$ cat config.mk
export PLATFORM = sky130hd
export DESIGN_NAME = mth_top
export DESIGN_NICKNAME = d
export VERILOG_FILES = /design/src/design/mth_pkg.sv /design/src/design/mth_timer.sv /design/src/design/mth_shift.sv /design/src/design/mth_top.sv
export VERILOG_INCLUDE_DIRS = /design/src /design/src/design
export SDC_FILE = /design/constraint.sdc
export NUM_CORES = 1
export LEC_CHECK = 0
export ABC_AREA = 1
export BUFFER_PORTS_ARGS = -buffer_cell sky130_fd_sc_hd__buf_4
export CAP_MARGIN = 30
export CORE_MARGIN = 2
export CORE_UTILIZATION = 55
export CTS_CLUSTER_SIZE = 12
export DETAILED_ROUTE_END_ITERATION = 16
export MAX_ROUTING_LAYER = met4
export PLACE_DENSITY_LB_ADDON = 0.15
export SLEW_MARGIN = 10
export SYNTH_ARGS = -nofsm -noshare
export SYNTH_HDL_FRONTEND = slang
export SYNTH_SLANG_ARGS = --single-unit
$ cat constraint.sdc
create_clock -name clk_in -period 5.65 [get_ports clk_in]
set_clock_uncertainty 0.05 [all_clocks]
set_input_delay 0.2825 -clock clk_in [delete_from_list [all_inputs] [get_ports clk_in]]
set_output_delay 0.2825 -clock clk_in [all_outputs]
set_load 0.02 [all_outputs]
$ cat src/design/mth_map.svh
`ifndef MTH_MAP_SVH
`define MTH_MAP_SVH
`define MTH_A_CTRL 8'h00
`define MTH_A_DELAY1 8'h04
`define MTH_A_DELAY2 8'h08
`define MTH_A_INTEG 8'h0C
`define MTH_A_RANGE 8'h10
`define MTH_A_EOMW 8'h14
`define MTH_A_SHIFT 8'h18
`define MTH_A_CMD 8'h1C
`define MTH_A_STATUS 8'h20
`define MTH_B_MEASURE_TRIGGER_N_INT 0
`define MTH_B_MEASURE_TRIGGER_N_RISE 1
`define MTH_B_EOM_PULSE 2
`define MTH_B_OVC 3
`define MTH_B_CI_PULSE 4
`define MTH_B_CI_LONG 5
`define MTH_B_SHIFT_EN 6
`define MTH_B_LOW_POWER 7
`define MTH_B_STATS 8
`define MTH_B_CMD_ENTER 0
`define MTH_B_CMD_SHINIT 1
`define MTH_B_CMD_COMP 2
`define MTH_CTRL_RST 9'h000
`define MTH_DELAY_RST 11'h000
`define MTH_INTEG_RST 11'h001
`define MTH_EOMW_RST 7'h01
`define MTH_CLK_PERIOD_NS 10
`define MTH_TICK_US 100
`define MTH_TICK_CYCLES (`MTH_TICK_US * 1000 / `MTH_CLK_PERIOD_NS)
`define MTH_TICKS_PER_MS (1000 / `MTH_TICK_US)
`define MTH_CAL_PERIOD_MIN 10
`define MTH_US_PER_MIN 60000000
`define MTH_CAL_PERIOD_TICKS (`MTH_CAL_PERIOD_MIN * `MTH_US_PER_MIN / `MTH_TICK_US)
`define MTH_CAL_TIME_MS 130
`define MTH_CAL_TICKS (`MTH_CAL_TIME_MS * `MTH_TICKS_PER_MS)
`define MTH_CALC_TIME_US 100
`define MTH_CALC_TICKS (`MTH_CALC_TIME_US / `MTH_TICK_US)
`define MTH_CALC_EXTRA_TICKS 1
`define MTH_CI_SHORT_US 100
`define MTH_CI_LONG_US 300
`define MTH_PHASE_MAX_MS 100
`define MTH_PHASE_MAX_TICKS (`MTH_PHASE_MAX_MS * `MTH_TICKS_PER_MS)
`define MTH_MEAS_MIN_US 100
`define MTH_MEAS_MIN_TICKS (`MTH_MEAS_MIN_US / `MTH_TICK_US)
`define MTH_EOMW_MIN_MS 1
`define MTH_EOMW_MAX_MS 100
`endif

$ cat src/design/mth_pkg.sv
package mth_pkg;
  typedef enum logic [3:0] {
    MTH_S_INIT,
    MTH_S_IDLE,
    MTH_S_CAL,
    MTH_S_DELAY1,
    MTH_S_DELAY2,
    MTH_S_MEAS,
    MTH_S_CALC,
    MTH_S_DONE
  } mth_state_e;
  typedef struct packed {
    logic above;
    logic pass;
    logic below;
    logic meas_error;
    logic contact_high;
    logic contact_low;
  } mth_result_s;
  typedef struct packed {
    logic [7:0] addr;
    logic [31:0] wdata;
    logic wr;
    logic rd;
  } mth_bus_s;
endpackage : mth_pkg

$ cat src/design/mth_timer.sv
`timescale 1ns/1ps
`include "mth_map.svh"
module mth_timer #(
  parameter int W = 11,
  parameter int TICK_CYCLES = `MTH_TICK_CYCLES
) (
  input wire logic clk_in,
  input wire logic nrst_in,
  input wire logic load_in,
  input wire logic [W-1:0] value_in,
  output logic done_out
);
  localparam int PW = $clog2(TICK_CYCLES + 1);
  logic [PW-1:0] pre_reg;
  logic [PW-1:0] pre_next;
  logic [W-1:0] cnt_reg;
  logic [W-1:0] cnt_next;
  // prescaler restarts on load so a phase never runs short
  always_comb
  begin
    pre_next = pre_reg;
    cnt_next = cnt_reg;
    if (load_in)
    begin
      pre_next = '0;
      cnt_next = value_in;
    end
    else if (cnt_reg != '0)
    begin
      if (pre_reg == PW'(TICK_CYCLES - 1))
      begin
        pre_next = '0;
        cnt_next = cnt_reg - 1'b1;
      end
      else
        pre_next = pre_reg + 1'b1;
    end
  end
  always_ff @(posedge clk_in)
  begin
    if (!nrst_in)
    begin
      pre_reg <= '0;
      cnt_reg <= '0;
    end
    else
    begin
      pre_reg <= pre_next;
      cnt_reg <= cnt_next;
    end
  end
  assign done_out = (cnt_reg == '0);
endmodule : mth_timer

$ cat src/design/mth_shift.sv
`timescale 1ns/1ps
module mth_shift #(
  parameter int DEPTH = 15,
  parameter int CW = 4
) (
  input wire logic clk_in,
  input wire logic nrst_in,
  input wire logic clear_in,
  input wire logic advance_in,
  input wire logic [CW-1:0] count_in,
  input wire logic data_in,
  output logic data_out
);
  logic [DEPTH-1:0] line_reg;
  logic [DEPTH-1:0] line_next;
  always_comb
  begin
    line_next = line_reg;
    if (clear_in)
      line_next = '0;
    else if (advance_in)
      line_next = {line_reg[DEPTH-2:0], data_in};
  end
  always_ff @(posedge clk_in)
  begin
    if (!nrst_in)
      line_reg <= '0;
    else
      line_reg <= line_next;
  end
  // tap read before the line moves: result of count_in measurements ago
  assign data_out = (count_in == '0) ? data_in : line_reg[count_in - 1'b1];
endmodule : mth_shift

$ cat src/design/mth_top.sv
`timescale 1ns/1ps
`include "mth_map.svh"
module mth_top
  import mth_pkg::*;
#(
  parameter int TICK_CYCLES = `MTH_TICK_CYCLES,
  parameter int CAL_PERIOD_TICKS = `MTH_CAL_PERIOD_TICKS,
  parameter int SHIFT_DEPTH = 15
) (
  input wire logic clk_in,
  input wire logic nrst_in,
  input wire logic [7:0] addr_in,
  input wire logic [31:0] wdata_in,
  input wire logic wr_in,
  input wire logic rd_in,
  output logic [31:0] rdata_out,
  input wire logic measure_trigger_n_in,
  input wire logic ui_lock_in,
  input wire mth_result_s result_in,
  output logic end_of_measure_n_out,
  output logic index_n_out,
  output logic judge_above_n_out,
  output logic judge_pass_n_out,
  output logic judge_below_n_out,
  output logic meas_error_n_out,
  output logic contact_fault_high_n_out,
  output logic contact_fault_low_n_out
);
  localparam logic [7:0] IDLY_NORM [16] = '{8'h0E, 8'h07, 8'h05, 8'h06,
    8'h06, 8'h06, 8'h06, 8'h06, 8'h06, 8'h08, 8'h08, 8'h09, 8'h09, 8'h1B,
    8'h20, 8'h34};
  // low-power column; ranges without a figure fall back to normal
  localparam logic [7:0] IDLY_LOW [16] = '{8'h0E, 8'h06, 8'h06, 8'h06,
    8'h05, 8'h0D, 8'h21, 8'h06, 8'h06, 8'h08, 8'h08, 8'h09, 8'h09, 8'h1B,
    8'h20, 8'h34};
  localparam logic [11:0] PMAX = 12'(`MTH_PHASE_MAX_TICKS);
  localparam logic [11:0] MMIN = 12'(`MTH_MEAS_MIN_TICKS);
  mth_bus_s bus;
  mth_state_e st_reg, st_next;
  logic [8:0] ctrl_reg, ctrl_next;
  logic [10:0] dly1_reg, dly1_next, dly2_reg, dly2_next;
  logic [10:0] integ_reg, integ_next;
  logic [3:0] range_reg, range_next;
  logic [6:0] eomw_reg, eomw_next;
  logic [15:0] shift_reg, shift_next;
  logic [31:0] rdata_reg, rdata_next;
  logic measure_trigger_n_prev_reg, pend_reg, pend_next, pulse_reg, pulse_next;
  logic [7:0] out_reg, out_next;
  logic wr_ctrl, wr_shift, wr_cmd, enter_cmd, shift_clear;
  logic measure_trigger_n_edge, measure_trigger_n_evt, is_int, shift_act, start;
  logic phase_load, phase_done, pulse_load, pulse_done;
  logic cal_load, cal_due;
  logic [10:0] phase_val, pulse_val;
  logic [11:0] d2_full, meas_sum, meas_full;
  logic [3:0] shf_out;
  logic [3:0] raw4;
  logic err_any;
  assign bus = '{addr: addr_in, wdata: wdata_in, wr: wr_in, rd: rd_in};
  assign is_int = ctrl_reg[`MTH_B_MEASURE_TRIGGER_N_INT];
  assign wr_ctrl = bus.wr && (bus.addr == `MTH_A_CTRL);
  assign wr_shift = bus.wr && (bus.addr == `MTH_A_SHIFT);
  assign wr_cmd = bus.wr && (bus.addr == `MTH_A_CMD);
  assign enter_cmd = wr_cmd && bus.wdata[`MTH_B_CMD_ENTER];
  assign shift_clear = (wr_shift && (bus.wdata[15:0] != shift_reg))
    || (wr_cmd && bus.wdata[`MTH_B_CMD_SHINIT])
    || (wr_cmd && bus.wdata[`MTH_B_CMD_COMP])
    || (wr_ctrl && bus.wdata[`MTH_B_MEASURE_TRIGGER_N_INT] && !is_int);
  assign shift_act = ctrl_reg[`MTH_B_SHIFT_EN] && !is_int;
  // edge polarity chosen by software
  assign measure_trigger_n_edge = ctrl_reg[`MTH_B_MEASURE_TRIGGER_N_RISE]
    ? (!measure_trigger_n_prev_reg && measure_trigger_n_in)
    : (measure_trigger_n_prev_reg && !measure_trigger_n_in);
  assign measure_trigger_n_evt = measure_trigger_n_edge && !ui_lock_in && !is_int
    && (st_reg != MTH_S_INIT);
  always_comb
  begin
    ctrl_next = ctrl_reg;
    dly1_next = dly1_reg;
    dly2_next = dly2_reg;
    integ_next = integ_reg;
    range_next = range_reg;
    eomw_next = eomw_reg;
    shift_next = shift_reg;
    rdata_next = '0;
    if (bus.wr)
      unique case (bus.addr)
        `MTH_A_CTRL: ctrl_next = bus.wdata[8:0];
        `MTH_A_DELAY1: dly1_next = bus.wdata[10:0];
        `MTH_A_DELAY2: dly2_next = bus.wdata[10:0];
        `MTH_A_INTEG: integ_next = bus.wdata[10:0];
        `MTH_A_RANGE: range_next = bus.wdata[3:0];
        `MTH_A_EOMW: eomw_next = bus.wdata[6:0];
        `MTH_A_SHIFT: shift_next = bus.wdata[15:0];
        default: ;
      endcase
    if (bus.rd)
      unique case (bus.addr)
        `MTH_A_CTRL: rdata_next = {23'h0, ctrl_reg};
        `MTH_A_DELAY1: rdata_next = {21'h0, dly1_reg};
        `MTH_A_DELAY2: rdata_next = {21'h0, dly2_reg};
        `MTH_A_INTEG: rdata_next = {21'h0, integ_reg};
        `MTH_A_RANGE: rdata_next = {28'h0, range_reg};
        `MTH_A_EOMW: rdata_next = {25'h0, eomw_reg};
        `MTH_A_SHIFT: rdata_next = {16'h0, shift_reg};
        `MTH_A_STATUS: rdata_next = {16'h0, out_reg, 2'h0, pend_reg,
          cal_due, st_reg};
        default: rdata_next = '0;
      endcase
  end
  // delay two, with contact improver pulse added
  always_comb
  begin
    d2_full = (dly2_reg > PMAX[10:0]) ? PMAX : {1'b0, dly2_reg};
    if (ctrl_reg[`MTH_B_CI_PULSE])
      d2_full = d2_full + (ctrl_reg[`MTH_B_CI_LONG]
        ? 12'(`MTH_CI_LONG_US / `MTH_TICK_US)
        : 12'(`MTH_CI_SHORT_US / `MTH_TICK_US));
    meas_sum = {1'b0, integ_reg} + 12'(ctrl_reg[`MTH_B_LOW_POWER]
      ? IDLY_LOW[range_reg] : IDLY_NORM[range_reg]);
    meas_full = ctrl_reg[`MTH_B_OVC]
      ? 12'(meas_sum << 1) + d2_full : meas_sum;
    if (meas_full > PMAX)
      meas_full = PMAX;
    else if (meas_full < MMIN)
      meas_full = MMIN;
  end
  always_comb
  begin
    st_next = st_reg;
    pend_next = pend_reg;
    start = 1'b0;
    unique case (st_reg)
      MTH_S_INIT:
        if (enter_cmd)
          st_next = MTH_S_IDLE;
      MTH_S_IDLE:
        if (cal_due)
        begin
          st_next = MTH_S_CAL;
          pend_next = pend_reg || measure_trigger_n_evt;
        end
        else if (is_int || measure_trigger_n_evt || pend_reg)
        begin
          st_next = MTH_S_DELAY1;
          pend_next = 1'b0;
          start = 1'b1;
        end
      MTH_S_CAL:
      begin
        if (measure_trigger_n_evt)
          pend_next = 1'b1;
        if (phase_done)
          st_next = MTH_S_IDLE;
      end
      MTH_S_DELAY1:
        if (phase_done)
          st_next = MTH_S_DELAY2;
      MTH_S_DELAY2:
        if (phase_done)
          st_next = MTH_S_MEAS;
      MTH_S_MEAS:
        if (phase_done)
          st_next = MTH_S_CALC;
      MTH_S_CALC:
        if (phase_done)
          st_next = MTH_S_DONE;
      MTH_S_DONE:
        st_next = MTH_S_IDLE;
    endcase
  end
  // trigger edges in the delay to done states fall through unused
  always_comb
  begin
    phase_val = '0;
    unique case (st_next)
      MTH_S_CAL: phase_val = 11'(`MTH_CAL_TICKS);
      MTH_S_DELAY1: phase_val = (dly1_reg > PMAX[10:0]) ? PMAX[10:0]
        : dly1_reg;
      MTH_S_DELAY2: phase_val = d2_full[10:0];
      MTH_S_MEAS: phase_val = meas_full[10:0];
      MTH_S_CALC: phase_val = 11'(`MTH_CALC_TICKS)
        + (ctrl_reg[`MTH_B_STATS] ? 11'(`MTH_CALC_EXTRA_TICKS)
        : 11'h000);
      default: phase_val = '0;
    endcase
  end
  assign phase_load = (st_next != st_reg) && (phase_val != '0);
  assign cal_load = enter_cmd || (st_reg == MTH_S_CAL && phase_done);
  assign pulse_val = 11'((eomw_reg < 7'(`MTH_EOMW_MIN_MS)) ? 7'(`MTH_EOMW_MIN_MS)
    : (eomw_reg > 7'(`MTH_EOMW_MAX_MS)) ? 7'(`MTH_EOMW_MAX_MS) : eomw_reg)
    * 11'(`MTH_TICKS_PER_MS);
  assign pulse_load = (st_reg == MTH_S_DONE) && !is_int
    && ctrl_reg[`MTH_B_EOM_PULSE];
  assign raw4 = {result_in.above, result_in.pass, result_in.below,
    result_in.meas_error};
  genvar gi;
  generate
    for (gi = 0; gi < 4; gi++)
    begin : g_shift
      mth_shift #(.DEPTH(SHIFT_DEPTH), .CW(4)) u_shift (
        .clk_in(clk_in),
        .nrst_in(nrst_in),
        .clear_in(shift_clear),
        .advance_in(shift_act && st_reg == MTH_S_CALC && phase_done),
        .count_in(shift_reg[4*(3-gi) +: 4]),
        .data_in(raw4[3-gi]),
        .data_out(shf_out[3-gi])
      );
    end
  endgenerate
  // out_reg: eom, index, above, pass, below, error, contact high, low
  always_comb
  begin
    logic [3:0] j;
    j = shift_act ? shf_out : raw4;
    err_any = j[0] || result_in.contact_high || result_in.contact_low;
    out_next = out_reg;
    pulse_next = pulse_reg;
    if (st_reg == MTH_S_INIT)
    begin
      if (enter_cmd)
        out_next = 8'h3F;
    end
    else if (start)
    begin
      pulse_next = 1'b0;
      out_next[6] = 1'b1;
      if (!is_int)
        out_next = 8'hFF;
    end
    else if (st_reg == MTH_S_MEAS && phase_done)
      out_next[6] = 1'b0;
    else if (st_reg == MTH_S_CALC && phase_done)
    begin
      out_next[5:0] = ~{j[3] && !err_any, j[2] && !err_any,
        j[1] && !err_any, j[0], result_in.contact_high,
        result_in.contact_low};
    end
    else if (st_reg == MTH_S_DONE && !is_int)
    begin
      out_next[7] = 1'b0;
      pulse_next = ctrl_reg[`MTH_B_EOM_PULSE];
    end
    else if (pulse_reg && pulse_done)
    begin
      out_next[7:6] = 2'b11;
      pulse_next = 1'b0;
    end
    if (is_int && st_reg != MTH_S_INIT && !out_reg[7])
    begin
      out_next[7:6] = 2'b11;
      pulse_next = 1'b0;
    end
  end
  always_ff @(posedge clk_in)
  begin
    if (!nrst_in)
    begin
      st_reg <= MTH_S_INIT;
      ctrl_reg <= `MTH_CTRL_RST;
      dly1_reg <= `MTH_DELAY_RST;
      dly2_reg <= `MTH_DELAY_RST;
      integ_reg <= `MTH_INTEG_RST;
      range_reg <= 4'h0;
      eomw_reg <= `MTH_EOMW_RST;
      shift_reg <= 16'h0000;
      rdata_reg <= '0;
      measure_trigger_n_prev_reg <= 1'b1;
      pend_reg <= 1'b0;
      pulse_reg <= 1'b0;
      out_reg <= 8'h00;
    end
    else
    begin
      st_reg <= st_next;
      ctrl_reg <= ctrl_next;
      dly1_reg <= dly1_next;
      dly2_reg <= dly2_next;
      integ_reg <= integ_next;
      range_reg <= range_next;
      eomw_reg <= eomw_next;
      shift_reg <= shift_next;
      rdata_reg <= rdata_next;
      measure_trigger_n_prev_reg <= measure_trigger_n_in;
      pend_reg <= pend_next;
      pulse_reg <= pulse_next;
      out_reg <= out_next;
    end
  end
  mth_timer #(.W(11), .TICK_CYCLES(TICK_CYCLES)) u_phase (
    .clk_in(clk_in),
    .nrst_in(nrst_in),
    .load_in(phase_load),
    .value_in(phase_val),
    .done_out(phase_done)
  );
  mth_timer #(.W(11), .TICK_CYCLES(TICK_CYCLES)) u_pulse (
    .clk_in(clk_in),
    .nrst_in(nrst_in),
    .load_in(pulse_load),
    .value_in(pulse_val),
    .done_out(pulse_done)
  );
  // calibration can become due at any time, even mid-measurement; it is acted on only in idle
  mth_timer #(.W(23), .TICK_CYCLES(TICK_CYCLES)) u_cal (
    .clk_in(clk_in),
    .nrst_in(nrst_in),
    .load_in(cal_load),
    .value_in(23'(CAL_PERIOD_TICKS)),
    .done_out(cal_due)
  );
  assign rdata_out = rdata_reg;
  assign {end_of_measure_n_out, index_n_out, judge_above_n_out,
    judge_pass_n_out, judge_below_n_out, meas_error_n_out,
    contact_fault_high_n_out, contact_fault_low_n_out} = out_reg;
endmodule : mth_top

==> results.md, run 1 <==
- Status: finished, final reports clean
- Routability congestion estimate: ~1
- Worst path slowest cell: fa_1
- Crit-path max FO: 23
- Main combinational cell family by area after synthesis: simple AND/OR/NAND/NOR gates
- CTS tree: built
- Via/cell ratio: ~5.6
- Vias in the first global route: ~13k
- Number of max-cap violations: 0
- Final HPWL DP: 28.7 mm
- EDFF count, synth: 0
- Setup bufs post-CTS: 0
- XOR/XNOR Fraction of Synth Area: between 3 and 4%
- Setup tns final: 0 ps
- Pleak: 7.03 nW
- Worst Hold Class: input pin to flip-flop
- Tmin final: 5080 ps
- Critical path arrival: approximately 5500 ps
- Critical path class: flip-flop to flip-flop
- Nets: between 2k and 2.5k
- Pre-CTS setup slack: 402 ps
- Via count: 14.3k
- CTS buffer count: 28
- Worst vdd ir: roughly 0.26 mV
- Element type at the critical path end: flip-flop
- Final setup fails: 0
- Maximum root-to-sink buffer count: 3
- Initial antenna violation count: 0
- Reg2Reg Setup Slack: 570 ps
- Critical path's top delay family: simple AND/OR/NAND/NOR gates
- Final hold slack: 14.9 ps
- Worst Path Buf+Inv: 2
- CP required: roughly 6100 ps
- Yosys reg bits: 247
- CP max stage delay: 480 ps
- Clk pin slew, worst setup/hold paths: 60 ps
- Core Area: ~26000 um^2
- First-pass GRT wire length: 64.7 mm
- CTS H-Tree Depth: 1
- CTS root buf: clkbuf_16
- Final Hold Vio Count: 0
- Worst setup endpoint: u_phase.pre_reg[4]$_SDFFE_PP0N_
- Least-Margin Pin Slew: about 900 ps
- Mux contribution to synthesized area: 0%
- Syn Inst Count: between 2k and 2.5k
- Sequential fraction of the synthesis area: about 34%
- RSZ-0062 raised after global routing: no
- Netlist cell types: slightly above 60
- Die X: roughly 170 um
- Io pins: 92
- Share of layout cells above drive strength 1: 7.77%
- Detailed-route DRC error count: 0
- Ys Warns: 0
- Relative slew slack: between 40% and 50%
- Initial Utilization: 55.7%
- Final setup margin: 572 ps
- P per Cell Area: roughly 320 nW/um^2
- Simple-gate area share of the yosys netlist: 28.0%
- Die ar.: 27600 um^2
- WP depth: 30
- Routed wire length: ~39 mm
- I/O Buffers: 59
- F_max: a little under 0.2 GHz
- Crit Reg-Reg Endpoint: u_phase.pre_reg[4]$_SDFFE_PP0N_
- Adder-cell share of the synthesized area: 4.53%
- P&R area growth vs syn: 12.0%
- GRT Total Usage: 28.7%
- Global route total overflow: 0
- Max reg flops: 60
- Ant diodes: 0
- Fin. max-slew vios: 0
- Detailed Route Iter0 Violations: 1282
- Die H: ~170 um
- Avg Cell Area, Syn: 6.68 um^2
- Site Rows: slightly below 60
- Drt wl/cell: about 15 um
- Worst skew pair latency: between 500 and 600 ps
- DRT Pass-1 Iters: 8
- R2R cell count: 30
- FF-to-FF Start: range_reg[1]$_SDFFE_PN0P_
- Mapped Area: approximately 14000 um^2
- Crit start category: flip-flop
- Largest net degree at the start of global routing: 91
- Worst Setup SP: range_reg[1]$_SDFFE_PN0P_
- Synth Area in Compound Gates: about a fifth
- CTS sink cnt: 247
- Async SR Flop Fraction: 0%
- Main synth FF type: dfxtp_1
- Post-route ant nets: 0
- Final cycle utilization of the critical path: 89.9%
-- Yosys cell counts, drive strengths merged, types with 2 or more instances --
| master | instances | area (um^2) |
|---|---|---|
| clkbuf | 49 | 184 |
| ha | 46 | 576 |
| a221oi | 11 | 96.3 |
| nor4 | 11 | 68.8 |
| o221ai | 7 | 61.3 |
| o31ai | 2 | 15.0 |
| o21bai | 4 | 30.0 |
| nor2 | 252 | 986 |
| nor3b | 12 | 95.1 |
| nand3b | 6 | 45.0 |
| a311oi | 4 | 35.0 |
| or3b | 2 | 17.5 |
| or2 | 7 | 43.8 |
| xor2 | 28 | 245 |
| xnor2 | 22 | 200 |
| a211oi | 26 | 195 |
| o21ai | 185 | 930 |
| o22ai | 15 | 93.8 |
| nand2 | 410 | 1580 |
| a31oi | 14 | 87.6 |
| a21oi | 223 | 1130 |
| clkinv | 7 | 26.3 |
| fa | 4 | 80.1 |
| nand4 | 26 | 163 |
| inv | 306 | 1150 |
| buf | 30 | 214 |
| and2 | 3 | 18.8 |
| o211ai | 7 | 52.6 |
| dfxtp | 247 | 4940 |
| nand3 | 144 | 758 |
| o21a | 2 | 15.0 |
| nor3 | 45 | 262 |
-- timing repair --
| action | CTS | global route |
|---|---|---|
| resized for setup | 0 | 5 |
| endpoints found under the setup margin | 0 | 25 |
| endpoints found under the hold margin | 23 | 0 |
| hold buffers | 17 | 0 |
-- tightest hold or removal path: stages --
cell,delay [ps]
buf_4,110
o21ai_0,80
a21oi_1,110
-- layout make-up --
class / count / area, um^2
Timing Repair Buffer: 88 / 707
Inverter: 313 / 1170
Sequential cell: 247 / 4940
Tap cell: 335 / 419
Clock buffer: 40 / 796
Fill cell: 2407 / 9770
Multi-Input combinational cell: 1545 / 8070
Clock inverter: 7 / 103
-- how the worst min path moves through the flow --
stage / startpoint / to / cells after the start
3_5_place_dp: u_pulse.pre_reg[9]$_SDFFE_PP0P_ / u_pulse.pre_reg[9]$_SDFFE_PP0P_ / 2
2_1_floorplan: result_in[0] / out_reg[0]$_SDFFE_PN0P_ / 1
5_1_grt: wdata_in[15] / shift_reg[15]$_SDFFE_PN0P_ / 3
6_report: wdata_in[4] / eomw_reg[4]$_SDFFE_PN0P_ / 3
4_1_cts: wdata_in[15] / shift_reg[15]$_SDFFE_PN0P_ / 3
3_3_place_gp: u_pulse.pre_reg[13]$_SDFFE_PP0P_ / u_pulse.pre_reg[13]$_SDFFE_PP0P_ / 2
-- logic make-up (layout without fill, tap and decap cells) --
logic type      after synthesis  in the layout
compound gates              508            508
xor+xnor                     50             50
fa+ha+maj                    50             50
buf+inv                     392            448
flops                       247            247
other cells                   1             17
simple gates                920            920
-- report_power, final --
group | switching (W) | internal (W)
clock | 0.000727 | 0.00106
combinational | 0.00102 | 0.000483
sequential | 0.0000879 | 0.00182
-- metrics by stage --
stage               utilization, %  std cells  cell area [um^2]  power, W
global placement              58.1       2510             15100   0.00336
detailed placement            58.2       2511             15100   0.00338
floorplan                        -       2184             14500   0.00311
CTS                           62.3       2575             16200   0.00516
finish                        62.4       2575             16200   0.00521
global route                  62.4       2575             16200   0.00551
-- layer usage --
metal | wire (um) | track usage [%]
met5 | 0 | -
met4 | 1140 | 8.51
met3 | 2830 | 3.96
met2 | 17900 | 45.6
met1 | 17600 | 38.2
-- cells in the final DEF, fill, tap and decap left out, drive strengths merged, types with 2 or more instances in the layout --
| cell type | n |
|---|---|
| nand3 | 144 |
| nand2 | 410 |
| dfxtp | 247 |
| nor4 | 11 |
| xnor2 | 22 |
| o21ai | 185 |
| fa | 4 |
| a311oi | 4 |
| nand3b | 6 |
| nor3 | 45 |
| and2 | 3 |
| or2 | 7 |
| o211ai | 7 |
| clkbuf | 40 |
| a21oi | 223 |
| a221oi | 11 |
| nor2 | 252 |
| clkinv | 11 |
| xor2 | 28 |
| nand4 | 26 |
| o221ai | 7 |
| buf | 71 |
| o21a | 2 |
| nor3b | 12 |
| o22ai | 15 |
| o31ai | 2 |
| o21bai | 4 |
| bufinv | 2 |
| inv | 306 |
| a211oi | 26 |
| dlygate4sd3 | 17 |
| or3b | 2 |
| conb | 17 |
| a31oi | 14 |
| ha | 46 |
Power figures use the tool's default switching activity.
==> run 2, diff against run 1 <==
--- a/config.mk
+++ b/config.mk
@@ -18,4 +18,5 @@
 export SLEW_MARGIN = 10
 export SYNTH_ARGS = -nofsm -noshare
 export SYNTH_HDL_FRONTEND = slang
+export SYNTH_HIERARCHICAL = 1
 export SYNTH_SLANG_ARGS = --single-unit
==> results.md, run 2 <==
- Status: finished, final reports clean
- CP required: 6100 ps (+40 ps)
- P&R area growth vs syn: 11.4%
- Routability congestion estimate: 1.00 (+2.4%)
- Crit start category: flip-flop
- Worst Hold Path EP: eomw_reg[3]$_SDFFE_PN0P_
- Number of max-cap violations: 0 (unchanged)
- Ant diodes: 0 (unchanged)
- Post-synth top area share: 30.3% (-3.8 points)
- Element type at the critical path end: flip-flop
- Routed wire length: 44.4 mm (+13%)
- Crit Reg-Reg Endpoint: u_phase/pre_reg[13]$_SDFFE_PP0N_
- Initial Utilization: 55.5% (-0.22 points)
- Setup tns final: 0 ps (unchanged)
- Critical path class: flip-flop to flip-flop
- Max reg flops: 60 (unchanged)
- F_max: 0.195 GHz (-0.80%)
- Least-Margin Pin Slew: 845 ps (-38.2 ps)
- Die X: 176 um (+6.0%)
- DRT Pass-1 Iters: 6 (-2)
- Ys Warns: 6 (+6)
- RSZ-0062 raised after global routing: no
- Yosys reg bits: 247 (unchanged)
- Cell taking the most area after synthesis: dfxtp_1
- Worst Hold Class: input pin to flip-flop
- Sequential fraction of the synthesis area: 30.3% (-3.8 points)
- R2R cell count: 37 (+23%)
- Commonest cells in the netlist: 667 x nand2_1, 312 x nor2_1, 274 x inv_1
- Most numerous cell in the Yosys netlist: nand2_1
- FF-to-FF Start: range_reg[0]$_SDFFE_PN0P_
- Reg2Reg Setup Slack: 530 ps (-40 ps)
- CTS tree: built
- Initial antenna violation count: 0 (unchanged)
- EDFF count, synth: 0 (unchanged)
- Post-route ant nets: 0 (unchanged)
- Die ar.: 31100 um^2 (+12%)
- Mapped Area: 16300 um^2 (+13%)
- Worst Path Buf+Inv: 6 (+4)
- First-pass GRT wire length: 73.9 mm (+14%)
- Relative slew slack: 43.6% (+2.7 points)
- Maximum root-to-sink buffer count: 3 (unchanged)
- Most common cell on crit path: nand2_1
- CTS sink cnt: 247 (unchanged)
- Largest net degree at the start of global routing: 85 (-6.6%)
- Worst path slowest cell: dfxtp_1
- Detailed Route Iter0 Violations: 1240 (-3.3%)
- Pleak: 8.09 nW (+15%)
- Final HPWL DP: 32.9 mm (+14%)
- Avg Cell Area, Syn: 6.36 um^2 (-4.8%)
- Global route total overflow: 0 (unchanged)
- Pre-CTS setup slack: 307 ps (-95.8 ps)
- Most common cell after layout, fill and taps aside: nand2_1
- Crit-path max FO: 10 (-57%)
- I/O Buffers: 59 (unchanged)
- Worst vdd ir: 0.292 mV (+11%)
- Netlist cell types: 59 (-3.3%)
- Critical path's top delay family: simple AND/OR/NAND/NOR gates
- Site Rows: 63 (+6.8%)
- Core Area: 29400 um^2 (+13%)
- Hold path depth: 3 (unchanged)
- Hold path start: wdata_in[3]
- CTS buffer count: 28 (unchanged)
- Vias in the first global route: 15.1k (+16%)
- Main area contributors after synthesis: dfxtp_1 30%, nand2_1 15%, nor2_1 7.2%
- Nets: 2755 (+18%)
- Critical path arrival: 5570 ps (+80 ps)
- Drt wl/cell: 14.5 um (-5.3%)
- Final setup fails: 0 (unchanged)
- Syn Inst Count: 2566 (+18%)
- P per Cell Area: 327 nW/um^2 (+1.7%)
- Via/cell ratio: 5.43 (-2.2%)
- Io pins: 92 (unchanged)
- CTS root buf: clkbuf_16
- Worst skew pair latency: 570 ps (about the same)
- Fin. max-slew vios: 0 (unchanged)
- Final setup margin: 531 ps (-41.1 ps)
- Final Hold Vio Count: 0 (unchanged)
- Die H: 176 um (+6.0%)
- Async SR Flop Fraction: 0% (unchanged)
- Commonest non-fill, non-tap cells in the layout: 667 x nand2_1, 311 x nor2_1, 273 x inv_1, 246 x dfxtp_1, 195 x nand3_1
- CTS H-Tree Depth: 1 (unchanged)
- Share of layout cells above drive strength 1: 11.4% (+3.6 points)
- Tot Pwr: 0.00593 W (+14%)
- Final cycle utilization of the critical path: 90.6% (+0.73 points)
- CP max stage delay: 400 ps (-80 ps)
- Main synth FF type: dfxtp_1
- GRT Total Usage: 29.4% (+0.74 points)
- Detailed-route DRC error count: 0 (unchanged)
- Tmin final: 5120 ps (+41.1 ps)
- Via count: 16.6k (+16%)
- Clk pin slew, worst setup/hold paths: 60 ps (about the same)
==> run 2: cell types whose count changed in the layout (fill, tap and decap cells not counted), moves of 43 or more <==
| cell | delta |
|---|---|
| a21oi_1 | -49 |
| inv_2 | +43 |
| nand2_1 | +271 |
| nand3_1 | +57 |
| nor2_1 | +70 |
| o21ai_0 | -60 |
==> run 2: layer usage <==
layer	global-route usage [%]	up-vias	wire [um]	part of all wire, %
met5	-	-	0	0
met4	6.40	0	824	1.9
met3	4.61	69	3270	7.4
met2	47.1	492	20400	46
met1	39.3	7587	20000	45
li1	-	8479	-	-
==> run 2: layout make-up <==
| cell class | instances | area [um^2] |
|---|---|---|
| clock buffer | 37 | 774 |
| clock inverter | 12 | 125 |
| fill | 2839 | 11200 |
| inverter | 335 | 1260 |
| multi-input combinational | 1949 | 9840 |
| sequential | 247 | 4950 |
| tap | 390 | 488 |
| timing repair buffer | 91 | 737 |
==> run 2: worst reg2reg max path, delay by kind of cell, from the launching register on <==
family	cells	cell delay, ps
buffers and inverters	6	530
AND/OR/NAND/NOR	24	2280
AO/OA/AOI/OAI	3	480
flip-flops	1	400
adder cells (fa/ha/maj)	4	1290
==> run 2: how the worst max path moves through the flow <==
stage,from,endpoint,slack [ps],cells past startpoint
2_1_floorplan,range_reg[0]$_SDFFE_PN0P_,u_phase/cnt_reg[2]$_SDFFE_PN0P_,1210,36
3_3_place_gp,range_reg[0]$_SDFFE_PN0P_,u_phase/cnt_reg[9]$_SDFFE_PN0P_,450,38
3_5_place_dp,range_reg[1]$_SDFFE_PN0P_,u_phase/cnt_reg[9]$_SDFFE_PN0P_,310,36
4_1_cts,range_reg[1]$_SDFFE_PN0P_,u_phase/cnt_reg[9]$_SDFFE_PN0P_,280,36
5_1_grt,range_reg[0]$_SDFFE_PN0P_,u_phase/pre_reg[13]$_SDFFE_PP0N_,10,38
6_report,range_reg[0]$_SDFFE_PN0P_,u_phase/pre_reg[13]$_SDFFE_PP0N_,530,37
==> run 2: timing repair <==
action | in CTS | in global routing
hold buffers | 20 | 0
hold endpoints to repair | 23 | 0
setup buffers | 0 | 0
gates resized for setup | 0 | 6
endpoints found under the setup margin | 0 | 25
==> run 2: logic make-up after synthesis <==
family	Yosys count	share of synthesized area [%]
compound gates	413	14.5
fa+ha+maj	51	4.09
simple gates	1401	38.3
xor+xnor	39	2.09
mux	4	0.253
flops	247	30.3
other cells	2	0.0460
buf+inv	409	10.4
==> run 2: report_power, final <==
group / total [W] / internal (W) / switching (W)
sequential: 0.00191 / 0.00183 / 0.0000870
combinational: 0.00221 / 0.000712 / 0.00149
clock: 0.00182 / 0.00105 / 0.000764
total: 0.00593 / 0.00359 / 0.00234
==> run 2: metrics by stage <==
step           instances  utilization [%]  instance area (um^2)  hold WS, ps
2_1_floorplan       2605                -                 16500          333
3_3_place_gp        2989             57.9                 17000          401
3_5_place_dp        2991             58.0                 17100          404
4_1_cts             3060             61.7                 18200         4.57
5_1_grt             3061             61.8                 18200         28.5
6_report            3061             61.8                 18200         14.9
==> run 3, diff against run 2 <==
==> constraint.sdc (replaced) <==
create_clock -name clk_in -period 6.4 [get_ports clk_in]
set_clock_uncertainty 0.05 [all_clocks]
set_input_delay 0.32 -clock clk_in [delete_from_list [all_inputs] [get_ports clk_in]]
set_output_delay 0.32 -clock clk_in [all_outputs]
set_load 0.02 [all_outputs]
==> results.md, run 3 (synthesis results as in run 2) <==
- Status: finished, final reports clean
- P_sw: 0.00205 W (-12%)
- CTS H-Tree Depth: 1 (unchanged)
- Power share of the combinational group: 36.6% (-0.6 points)
- RSZ-0062 raised after global routing: no
- Detailed Route Iter0 Violations: 1300 (+4.8%)
- Routed wire length: 44.5 mm (about the same)
- Commonest non-fill, non-tap cells in the layout: 667 x nand2_1, 311 x nor2_1, 274 x inv_1, 247 x dfxtp_1, 195 x nand3_1
- Via count: 16.7k (+0.16%)
- Initial antenna violation count: 0 (unchanged)
- Worst path slowest cell: a311oi_1
- Setup bufs post-CTS: 0 (unchanged)
- PostCTS Resize Cnt: 0 (unchanged)
- Final Instance Area: 18000 um^2 (-0.81%)
- Least-Margin Pin Slew: 989 ps (+144 ps)
- Die H: 176 um (unchanged)
- Final setup fails: 0 (unchanged)
- Die ar.: 31100 um^2 (unchanged)
- P&R area growth vs syn: 10.5%
- Switching Share: 39.5% (-0.049 points)
- Final setup margin: 724 ps (+194 ps)
- Clock power frac: 30.8% (+0.2 points)
- Nets: 2740 (-0.54%)
- Final hold slack: 25.5 ps (+10.7 ps)
- Element type at the critical path end: flip-flop
- Ant diodes: 0 (unchanged)
- Most common cell on crit path: nand2_1
- Drt wl/cell: 14.6 um (+0.56%)
- Initial Utilization: 55.5% (unchanged)
- Critical path arrival: 6110 ps (+540 ps)
- Fin. max-slew vios: 0 (unchanged)
- Number of max-cap violations: 0 (unchanged)
- Largest net degree at the start of global routing: 85 (unchanged)
- Post-route ant nets: 0 (unchanged)
- Relative slew slack: 33.9% (-9.7 points)
- Reg power frac: 32.6% (+0.4 points)
- First-pass GRT wire length: 74.1 mm (+0.26%)
- CTS sink cnt: 247 (unchanged)
- Final HPWL DP: 32.8 mm (-0.28%)
- DRT Pass-1 Iters: 6 (unchanged)
- CTS tree: built
- Clk pin slew, worst setup/hold paths: 60 ps (about the same)
- I/O Buffers: 59 (unchanged)
- Reg2Reg Setup Slack: 720 ps (+190 ps)
- Detailed-route DRC error count: 0 (unchanged)
- Final Hold Vio Count: 0 (unchanged)
- CTS root buf: clkbuf_16
- Tmin final: 5680 ps (+556 ps)
- CP required: 6840 ps (+740 ps)
- Setup tns final: 0 ps (unchanged)
- Critical path class: flip-flop to flip-flop
- Site Rows: 63 (unchanged)
- Max reg flops: 60 (unchanged)
- Global route total overflow: 0 (unchanged)
- Worst skew pair latency: 560 ps (about the same)
- Pre-CTS setup slack: 845 ps (+539 ps)
- Post-DP Area: 17000 um^2 (-0.15%)
- Vias in the first global route: 15.3k (+1.5%)
- Pleak: 8.02 nW (-0.79%)
- Core Util, Final: 61.3% (-0.50 points)
- CTS buffer count: 28 (unchanged)
- Worst Hold Class: input pin to flip-flop
- Core Area: 29400 um^2 (unchanged)
- Internal Power: 0.00315 W (-12%)
- Cts-stage hold buffer count: 9 (-55%)
- Crit-path max FO: 13 (+3)
- P per Cell Area: 288 nW/um^2 (-12%)
- Crit start category: flip-flop
- Worst vdd ir: 0.277 mV (-5.2%)
- Share of layout cells above drive strength 1: 11.1% (-0.32 points)
- Fill cells: 2842 (+0.11%)
- Via/cell ratio: 5.47 (+0.62%)
- F_max: 0.176 GHz (-9.8%)
- Die X: 176 um (unchanged)
- Io pins: 92 (unchanged)
- Routability congestion estimate: 0.979 (-2.2%)
- Maximum root-to-sink buffer count: 3 (unchanged)
- CP max stage delay: 450 ps (+50 ps)
- GRT Total Usage: 29.3% (-0.070 points)
- Final cycle utilization of the critical path: 88.7% (-1.9 points)
- Most common cell after layout, fill and taps aside: nand2_1
## run 3: cell types whose count changed in the layout (fill, tap and decap cells not counted), sizes merged
| cell | delta |
|---|---|
| clkbuf | +2 |
| dlygate4sd3 | -11 |
| inv | -1 |
| buf | -4 |
## run 3: stage by stage
stage | instances | power (W)
floorplan | 2605 | 0.00318
global placement | 2986 | 0.00356
detailed placement | 2988 | 0.00359
CTS | 3047 | 0.00521
global route | 3047 | 0.00556
finish | 3047 | 0.00520
## run 3: final timing paths
| kind | depth (start not counted) | start | to |
|---|---|---|---|
| max | 39 | range_reg[0]$_SDFFE_PN0P_ | u_phase/pre_reg[13]$_SDFFE_PP0N_ |
| min | 3 | result_in[5] | g_shift[0].u_shift/line_reg[0]$_SDFFE_PP0P_ |
| max reg2reg | 39 | range_reg[0]$_SDFFE_PN0P_ | u_phase/pre_reg[13]$_SDFFE_PP0N_ |
| min reg2reg | 2 | g_shift[0].u_shift/line_reg[14]$_SDFFE_PP0P_ | g_shift[0].u_shift/line_reg[14]$_SDFFE_PP0P_ |
## run 3: power groups by stage
stage / Sequential [W] / Clock (W) / Combinational [W]
finish: 0.00169 / 0.00160 / 0.00190
global route: 0.00170 / 0.00170 / 0.00217
CTS: 0.00169 / 0.00163 / 0.00189
detailed placement: 0.00172 / 0 / 0.00187
global placement: 0.00172 / 0 / 0.00184
floorplan: 0.00173 / 0 / 0.00146
## run 3: layer usage
metal | GRT usage (%) | wire [um] | vias to the layer above
li1 | - | - | 8425
met1 | 39.1 | 20500 | 7638
met2 | 47.0 | 20100 | 520
met3 | 3.81 | 2880 | 71
met4 | 7.92 | 983 | 0
met5 | - | 0 | -
## run 3: final cells by class
class | count | area (um^2) | area share [%]
Clock buffer | 39 | 792 | 4.39
Timing Repair Buffer | 76 | 593 | 3.29
Clock inverter | 11 | 120 | 0.666
Multi-Input combinational cell | 1949 | 9830 | 54.5
Tap cell | 390 | 488 | 2.71
Sequential cell | 247 | 4940 | 27.4
Inverter | 335 | 1260 | 7.00
## run 3: worst max-delay path, delay by kind of cell, from the launching register on
kind | cells | cell delay (ps)
compound gates | 4 | 930
simple gates | 26 | 2400
flops | 1 | 350
fa+ha+maj | 3 | 860
buf+inv | 6 | 980
